===== src/design/err_bus_init_n_pkg.sv =====
package err_bus_init_n_pkg;
    // Register offsets on the plain register port
    localparam logic [3:0] OFS_ERR_STATUS    = 4'h0;
    localparam logic [3:0] OFS_FIRST_LOG     = 4'h1;
    localparam logic [3:0] OFS_SECOND_LOG    = 4'h2;
    localparam logic [3:0] OFS_CAPTURED_CFG  = 4'h3;
    localparam logic [3:0] OFS_DRIVEN_CFG    = 4'h4;
    localparam logic [3:0] OFS_ERR_CLEAR     = 4'h5;
    localparam logic [3:0] OFS_ERR_INJECT    = 4'h6;
    // Field positions
    localparam int BIT_BUS_INIT_EN           = 10;
    localparam int BIT_PARITY_ERR            = 0;
    localparam int BIT_BUS_INIT_N_ON_ERR          = 0;
    localparam int BIT_CAPTURED_BUS_INIT_N        = 1;
    // Reset values
    localparam logic [15:0] RST_DRIVEN_CFG   = 16'h0000;
    localparam logic [15:0] RST_ERR_STATUS   = 16'h0000;
    localparam logic [15:0] RST_LOG          = 16'h0000;
    // Cycles of internal reset after a bus-init event
    localparam logic [3:0] BUS_INIT_N_RESET_CYC   = 4'h8;
    // Internal reset phases
    typedef enum logic [2:0] {
        ST_RUN    = 3'b001,
        ST_INIT   = 3'b010,
        ST_SETTLE = 3'b100
    } init_state_t;
endpackage : err_bus_init_n_pkg


===== src/design/error_pin_bus_init_n_config.sv =====
// The address map and the strobed register port were decided locally.
module error_pin_bus_init_n_config
    import err_bus_init_n_pkg::*;
(
    // Clock and power-on reset
    input  wire logic        clk_sys_in,
    input  wire logic        reset_in,
    // Register port
    input  wire logic [3:0]  reg_addr_in,
    input  wire logic [15:0] reg_wdata_in,
    input  wire logic        reg_write_in,
    input  wire logic        reg_read_in,
    output logic      [15:0] reg_rdata_out,
    // Error events
    input  wire logic        expander_parity_err_in,
    input  wire logic        first_err_evt_in,
    input  wire logic [15:0] first_err_info_in,
    input  wire logic        second_err_evt_in,
    input  wire logic [15:0] second_err_info_in,
    // System reset and bus-init
    input  wire logic        sys_reset_in,
    input  wire logic        bus_init_n_in,
    output logic             bus_init_n_out,
    output logic             bus_init_n_oe_out,
    input  wire logic        addr10_in,
    output logic             addr10_out,
    output logic             addr10_oe_out,
    // Monitor pins and internal reset indication
    output logic      [1:0]  err_n_out,
    output logic             chip_reset_out
);

    logic [15:0]  error_status_reg;
    logic [15:0]  first_error_log;
    logic [15:0]  second_error_log;
    logic [15:0]  driven_config_reg;
    logic [15:0]  captured_config_reg;
    logic [15:0]  error_command_reg;
    init_state_t  state;
    logic [3:0]   init_cnt;
    logic         sys_reset_q;
    logic         bus_init_seen;

    // Decode of a write to one register
    function automatic logic wr_hit(input logic [3:0] a, input logic [3:0] o,
                                    input logic w);
        return w && (a == o);
    endfunction : wr_hit

    // Bus-init is taken whatever the captured enable bit says
    assign bus_init_seen = !bus_init_n_in;

    // Internal reset sequence after bus-init; never touches sticky bits
    always_ff @(posedge clk_sys_in)
    begin
        if (reset_in)
        begin
            state    <= ST_RUN;
            init_cnt <= 4'h0;
        end
        else
        begin
            case (state)
                ST_RUN:
                begin
                    if (bus_init_seen)
                    begin
                        state    <= ST_INIT;
                        init_cnt <= BUS_INIT_N_RESET_CYC;
                    end
                end
                ST_INIT:
                begin
                    if (init_cnt == 4'h1)
                        state <= ST_SETTLE;
                    init_cnt <= init_cnt - 4'h1;
                end
                ST_SETTLE:
                begin
                    if (!bus_init_seen)
                        state <= ST_RUN;
                end
                default: state <= ST_RUN;
            endcase
        end
    end

    // Internal reset pulse output
    always_ff @(posedge clk_sys_in)
    begin
        if (reset_in)
            chip_reset_out <= 1'b0;
        else
            chip_reset_out <= (state == ST_INIT);
    end

    // Sticky status; set wins over software clear
    always_ff @(posedge clk_sys_in)
    begin
        if (reset_in)
            error_status_reg <= RST_ERR_STATUS;
        else
        begin
            error_status_reg <= (error_status_reg
                & ~(wr_hit(reg_addr_in, OFS_ERR_CLEAR, reg_write_in)
                    ? reg_wdata_in : 16'h0000))
                | {15'h0000, expander_parity_err_in}
                | (wr_hit(reg_addr_in, OFS_ERR_INJECT, reg_write_in)
                    ? reg_wdata_in : 16'h0000);
        end
    end

    // Error logs capture first event only until cleared
    always_ff @(posedge clk_sys_in)
    begin
        if (reset_in)
        begin
            first_error_log  <= RST_LOG;
            second_error_log <= RST_LOG;
        end
        else
        begin
            if (first_err_evt_in && first_error_log == 16'h0000)
                first_error_log <= first_err_info_in;
            else if (wr_hit(reg_addr_in, OFS_FIRST_LOG, reg_write_in))
                first_error_log <= 16'h0000;
            if (second_err_evt_in && second_error_log == 16'h0000)
                second_error_log <= second_err_info_in;
            else if (wr_hit(reg_addr_in, OFS_SECOND_LOG, reg_write_in))
                second_error_log <= 16'h0000;
        end
    end

    // Monitor pins from retained state, never masked by internal reset
    always_ff @(posedge clk_sys_in)
    begin
        if (reset_in)
            err_n_out <= 2'b11;
        else
        begin
            err_n_out[0] <= !(|error_status_reg);
            err_n_out[1] <= !(|first_error_log || |second_error_log);
        end
    end

    // Driven config and command registers
    always_ff @(posedge clk_sys_in)
    begin
        if (reset_in)
        begin
            driven_config_reg <= RST_DRIVEN_CFG;
            error_command_reg <= 16'h0000;
        end
        else
        begin
            if (wr_hit(reg_addr_in, OFS_DRIVEN_CFG, reg_write_in))
                driven_config_reg <= reg_wdata_in;
            if (wr_hit(reg_addr_in, OFS_ERR_STATUS, reg_write_in))
                error_command_reg <= reg_wdata_in;
        end
    end

    // Address line 10 capture at release of system reset
    always_ff @(posedge clk_sys_in)
    begin
        if (reset_in)
        begin
            sys_reset_q         <= 1'b0;
            captured_config_reg <= 16'h0000;
        end
        else
        begin
            sys_reset_q <= sys_reset_in;
            if (sys_reset_q && !sys_reset_in)
                captured_config_reg[BIT_BUS_INIT_EN] <= addr10_in;
        end
    end

    // Drive address line 10 while system reset is active
    always_ff @(posedge clk_sys_in)
    begin
        if (reset_in)
        begin
            addr10_out    <= 1'b0;
            addr10_oe_out <= 1'b0;
        end
        else
        begin
            addr10_out    <= 1'b1;
            addr10_oe_out <= sys_reset_in
                && driven_config_reg[BIT_BUS_INIT_EN];
        end
    end

    // Bus-init driven low on parity error when enabled
    always_ff @(posedge clk_sys_in)
    begin
        if (reset_in)
        begin
            bus_init_n_out    <= 1'b1;
            bus_init_n_oe_out <= 1'b0;
        end
        else
        begin
            bus_init_n_out    <= 1'b0;
            bus_init_n_oe_out <= expander_parity_err_in
                && error_command_reg[BIT_BUS_INIT_N_ON_ERR];
        end
    end

    // Register read, data in the cycle after the strobe
    always_ff @(posedge clk_sys_in)
    begin
        if (reset_in)
            reg_rdata_out <= 16'h0000;
        else if (!reg_read_in)
            reg_rdata_out <= 16'h0000;
        else if (reg_addr_in == OFS_ERR_STATUS)
            reg_rdata_out <= error_status_reg;
        else if (reg_addr_in == OFS_FIRST_LOG)
            reg_rdata_out <= first_error_log;
        else if (reg_addr_in == OFS_SECOND_LOG)
            reg_rdata_out <= second_error_log;
        else if (reg_addr_in == OFS_CAPTURED_CFG)
            reg_rdata_out <= captured_config_reg;
        else if (reg_addr_in == OFS_DRIVEN_CFG)
            reg_rdata_out <= driven_config_reg;
        else if (reg_addr_in == OFS_ERR_CLEAR)
            reg_rdata_out <= error_command_reg;
        else
            reg_rdata_out <= 16'h0000;
    end

endmodule : error_pin_bus_init_n_config


===== config.mk =====
export PLATFORM = sky130hd
export DESIGN_NAME = error_pin_bus_init_n_config
export DESIGN_NICKNAME = d
export VERILOG_FILES = /design/src/design/err_bus_init_n_pkg.sv /design/src/design/error_pin_bus_init_n_config.sv
export SDC_FILE = /design/constraint.sdc
export NUM_CORES = 1
export LEC_CHECK = 0
export ABC_CLOCK_PERIOD_IN_PS = 1380
export BUFFER_PORTS_ARGS = -buffer_cell sky130_fd_sc_hd__buf_2
export CORE_ASPECT_RATIO = 0.5
export CORE_MARGIN = 4
export CORE_UTILIZATION = 35
export DETAILED_ROUTE_END_ITERATION = 12
export PLACE_DENSITY = 0.66
export SYNTH_ARGS = -nofsm -noshare
export SYNTH_HDL_FRONTEND = slang
export SYNTH_SLANG_ARGS = --single-unit

===== constraint.sdc =====
create_clock -name clk_sys_in -period 1.38 [get_ports clk_sys_in]
set_clock_uncertainty 0.1 [all_clocks]
set_input_delay 0.207 -clock clk_sys_in [delete_from_list [all_inputs] [get_ports clk_sys_in]]
set_output_delay 0.207 -clock clk_sys_in [all_outputs]
set_load 0.01 [all_outputs]

==> flow_metrics.env <==
export IMPL_dp_cells=824
export IMPL_htreeDepth=3
export IMPL_top_layer="met5"
export IMPL_timing_hold_violations_final=0
export IMPL_crit_fanout=7
export IMPL_start_kind="flip-flop"
export IMPL_powerDensity_mw_per_mm2=1730
export IMPL_fin_crit_ns=1.48
export IMPL_wl_per_cell_um=17.6
export IMPL_setup_viol_count_final=33
export IMPL_port_buffers=84
export IMPL_clk_pin_slew_ns=0.07
export IMPL_vias_per_cell=5.43
export IMPL_rows=30
export IMPL_worst_path_buf_inv=1
export IMPL_grt_pass1_wl_um=23900
export IMPL_dr_first_iter_drc_count=369
export IMPL_max_stage_delay_ns=0.34
export IMPL_globalplace_congestion=0.828
export IMPL_finalCritPeriodShare_pct=107
export IMPL_initial_core_util_pct=35.9
export IMPL_root_buffer="clkbuf_16"
export IMPL_drc=0
export IMPL_wl_um=14900
export IMPL_clockBufferDepth=2
export IMPL_fp_dieH_um=91.5
export IMPL_status="finished with violations"
export IMPL_crit_type="reg -> reg"
export IMPL_critPathSlowestCell="dfxtp_2"
export IMPL_synthFlopType="dfxtp_1"
export IMPL_antenna_found_initial=1
export IMPL_synth_top_area_share_pct=45.9
export IMPL_die_area_mm2=0.0160
export IMPL_grt_max_degree=65
export IMPL_wl_met3_um=810
export IMPL_crit_chain="nor4_4, nand4_2, buf_6, o32ai_2"
export IMPL_grt_overflow=0
export IMPL_syn_area_per_cell_um2=9.10
export IMPL_yosysSeqAreaShare_pct=45.9
export IMPL_end_kind="flip-flop"
export IMPL_synth_edf_count=0
export IMPL_layout_nets=717
export IMPL_num_vias=4612
export IMPL_met2WireLength_um=6980
export IMPL_tightest_slew_ns=1.17
export IMPL_leakage_nw=2.42
export IMPL_arrival_ns=1.63
export IMPL_fin_tns_setup_ns=-1.63
export IMPL_rsz0062_at_grt="true"
export IMPL_grt_pass1_vias=4493
export IMPL_required_ns=1.53
export IMPL_drive_gt1_share_pct=34.2
export IMPL_cts_inserted_buffers=9
export IMPL_hpwl_um=10200
export IMPL_max_cap_viol_count=0
export IMPL_track_usage_pct=18.3
export IMPL_syn_num_nets=601
export IMPL_maxSlewHeadroom_pct=21.6
export IMPL_peakVddDrop_uv=995
export IMPL_synth_cells=537
export IMPL_instances_no_fill=849
export IMPL_io_pins=85
export IMPL_synth_area_leaders="dfxtp_1 (46%), a21oi_1 (6.6%), nand3_1 (4.9%)"
export IMPL_hold_class="in -> reg"
export IMPL_violations="negative setup slack"
export IMPL_max_freq_mhz=677
export IMPL_synthesis_area_mm2=0.00488
export IMPL_ant_nets=0
export IMPL_clock_latency_ns=0.35
export IMPL_core_mm2=0.0136
export IMPL_synth_top_cell_by_area="dfxtp_1"
export IMPL_slew_viol_final=0
export IMPL_cts_tree="done"
export IMPL_wl_met1_um=6950
export IMPL_cp_top_family="simple AND/OR/NAND/NOR gates"
export IMPL_synth_distinct_cells=59
export IMPL_ys_warn_count=0
export IMPL_fin_ws_ns=-0.0982
export IMPL_cts_sinks=112
export IMPL_n_antenna_cell=0
export IMPL_ys_async_sr_fraction_pct=0
export IMPL_synth_seq_cells=112
export IMPL_drtPass1Iterations=5
export IMPL_area_delta_synth_final_pct=33.7
export IMPL_die_x_um=175
synth_stat cells, types with 2 or more instances:
master	number
dfxtp_1	112
a21oi_1	64
nand3_1	48
o21ai_0	34
nand2_1	31
o21ai_1	29
inv_1	21
clkbuf_1	20
a32o_1	16
a22oi_1	15
o221ai_1	15
nor2b_1	13
buf_6	12
nor4_1	12
o32ai_1	12
buf_2	9
and2b_1	6
nor3_1	6
buf_4	4
nor2_1	4
a211oi_1	3
buf_1	3
mux2i_1	3
o32ai_2	3
or3b_2	3
and3_1	2
ha_1	2
nand3b_1	2
nor3b_1	2
nor4b_1	2
cell type report:
class                      count  area, µm²
fill                        1273       7060
multi-input combinational    354       2540
sequential                   112       2260
timing repair buffer         154       1110
tap                          192        240
clock buffer                  10        239
inverter                      22       82.6
clock inverter                 5       50.0
cell families (layout without fill, tap and decap cells):
logic type	Yosys count	in the layout	synth area share [%]
flip-flops	112	112	45.9
buffers and inverters	71	191	7.86
AO/OA/AOI/OAI	202	202	27.4
multiplexers	3	3	0.615
XOR/XNOR	1	1	0.179
adder cells (fa/ha/maj)	2	2	0.512
AND/OR/NAND/NOR	146	146	17.6
worst paths after layout:
kind	startpoint	depth (start not counted)	to	slack, ns
hold reg to reg	error_command_reg[7]	2	error_command_reg[7]	0.37
setup reg to reg	first_error_log[7]	4	first_error_log[14]	-0.1
hold / removal	second_err_info_in[14]	2	second_error_log[14]	0.009
setup / recovery	first_error_log[7]	4	first_error_log[14]	-0.1
placed cells by master (no fill, tap or decap), drive strengths merged, types with 2 or more instances in the layout:
master	n
clkbuf	11
a32o	16
ha	2
o32ai	15
and3	2
o21ai	64
a22oi	15
or3b	3
nand3	48
mux2i	3
nand3b	2
nor4b	3
and4bb	2
nor2	5
nor3b	2
inv	25
a211oi	3
dfxtp	112
nor2b	13
and2b	6
o221ai	15
nor4	13
dlygate4sd3	3
nand4	2
buf	150
a21oi	64
nand2	31
nor3	6
worst register-to-register path: cells and delay by family, from the launching register on:
family                 cells  cell delay [ns]
and+or+nand+nor            2             0.54
DFF                        1             0.34
buffers and inverters      1             0.21
AOI/OAI and AO/OA          1             0.21
stage by stage:
| step | hold slack (ns) | utilization, % | area, µm² | worst slack, ns | power, mW |
|---|---|---|---|---|---|
| 6_report | 0.00947 | 48.0 | 6530 | -0.0982 | 11.3 |
| 2_1_floorplan | 0.135 | - | 4970 | -0.0658 | 5.88 |
| 5_1_grt | 0.00380 | 48.0 | 6530 | -0.140 | 11.8 |
| 3_5_place_dp | 0.350 | 43.3 | 5880 | -0.262 | 7.14 |
| 3_3_place_gp | 0.349 | 43.3 | 5880 | -0.239 | 7.05 |
| 4_1_cts | 0.0000834 | 47.3 | 6420 | -0.0657 | 10.6 |
repair_timing:
action,4_1_cts,5_1_grt
setup buffers,3,2
setup endpoints to repair,36,39
resized for setup,37,13
hold buffers,3,0
pin swaps,24,25
cloned,1,1
endpoints found under the hold margin,3,0
power by group:
| group | leakage, nW | switching [mW] | internal (mW) |
|---|---|---|---|
| Clock | 0.139 | 1.24 | 1.30 |
| Sequential | 0.915 | 0.450 | 3.68 |
| Combinational | 1.37 | 2.11 | 2.51 |
| Total | 2.42 | 3.80 | 7.49 |
per-layer routing:
metal	up-vias	global-route usage, %
li1	2243	-
met4	2	4.11
met1	2211	24.8
met3	21	4.28
met2	135	29.6
met5	-	0
(Power assumes the default switching activity.)
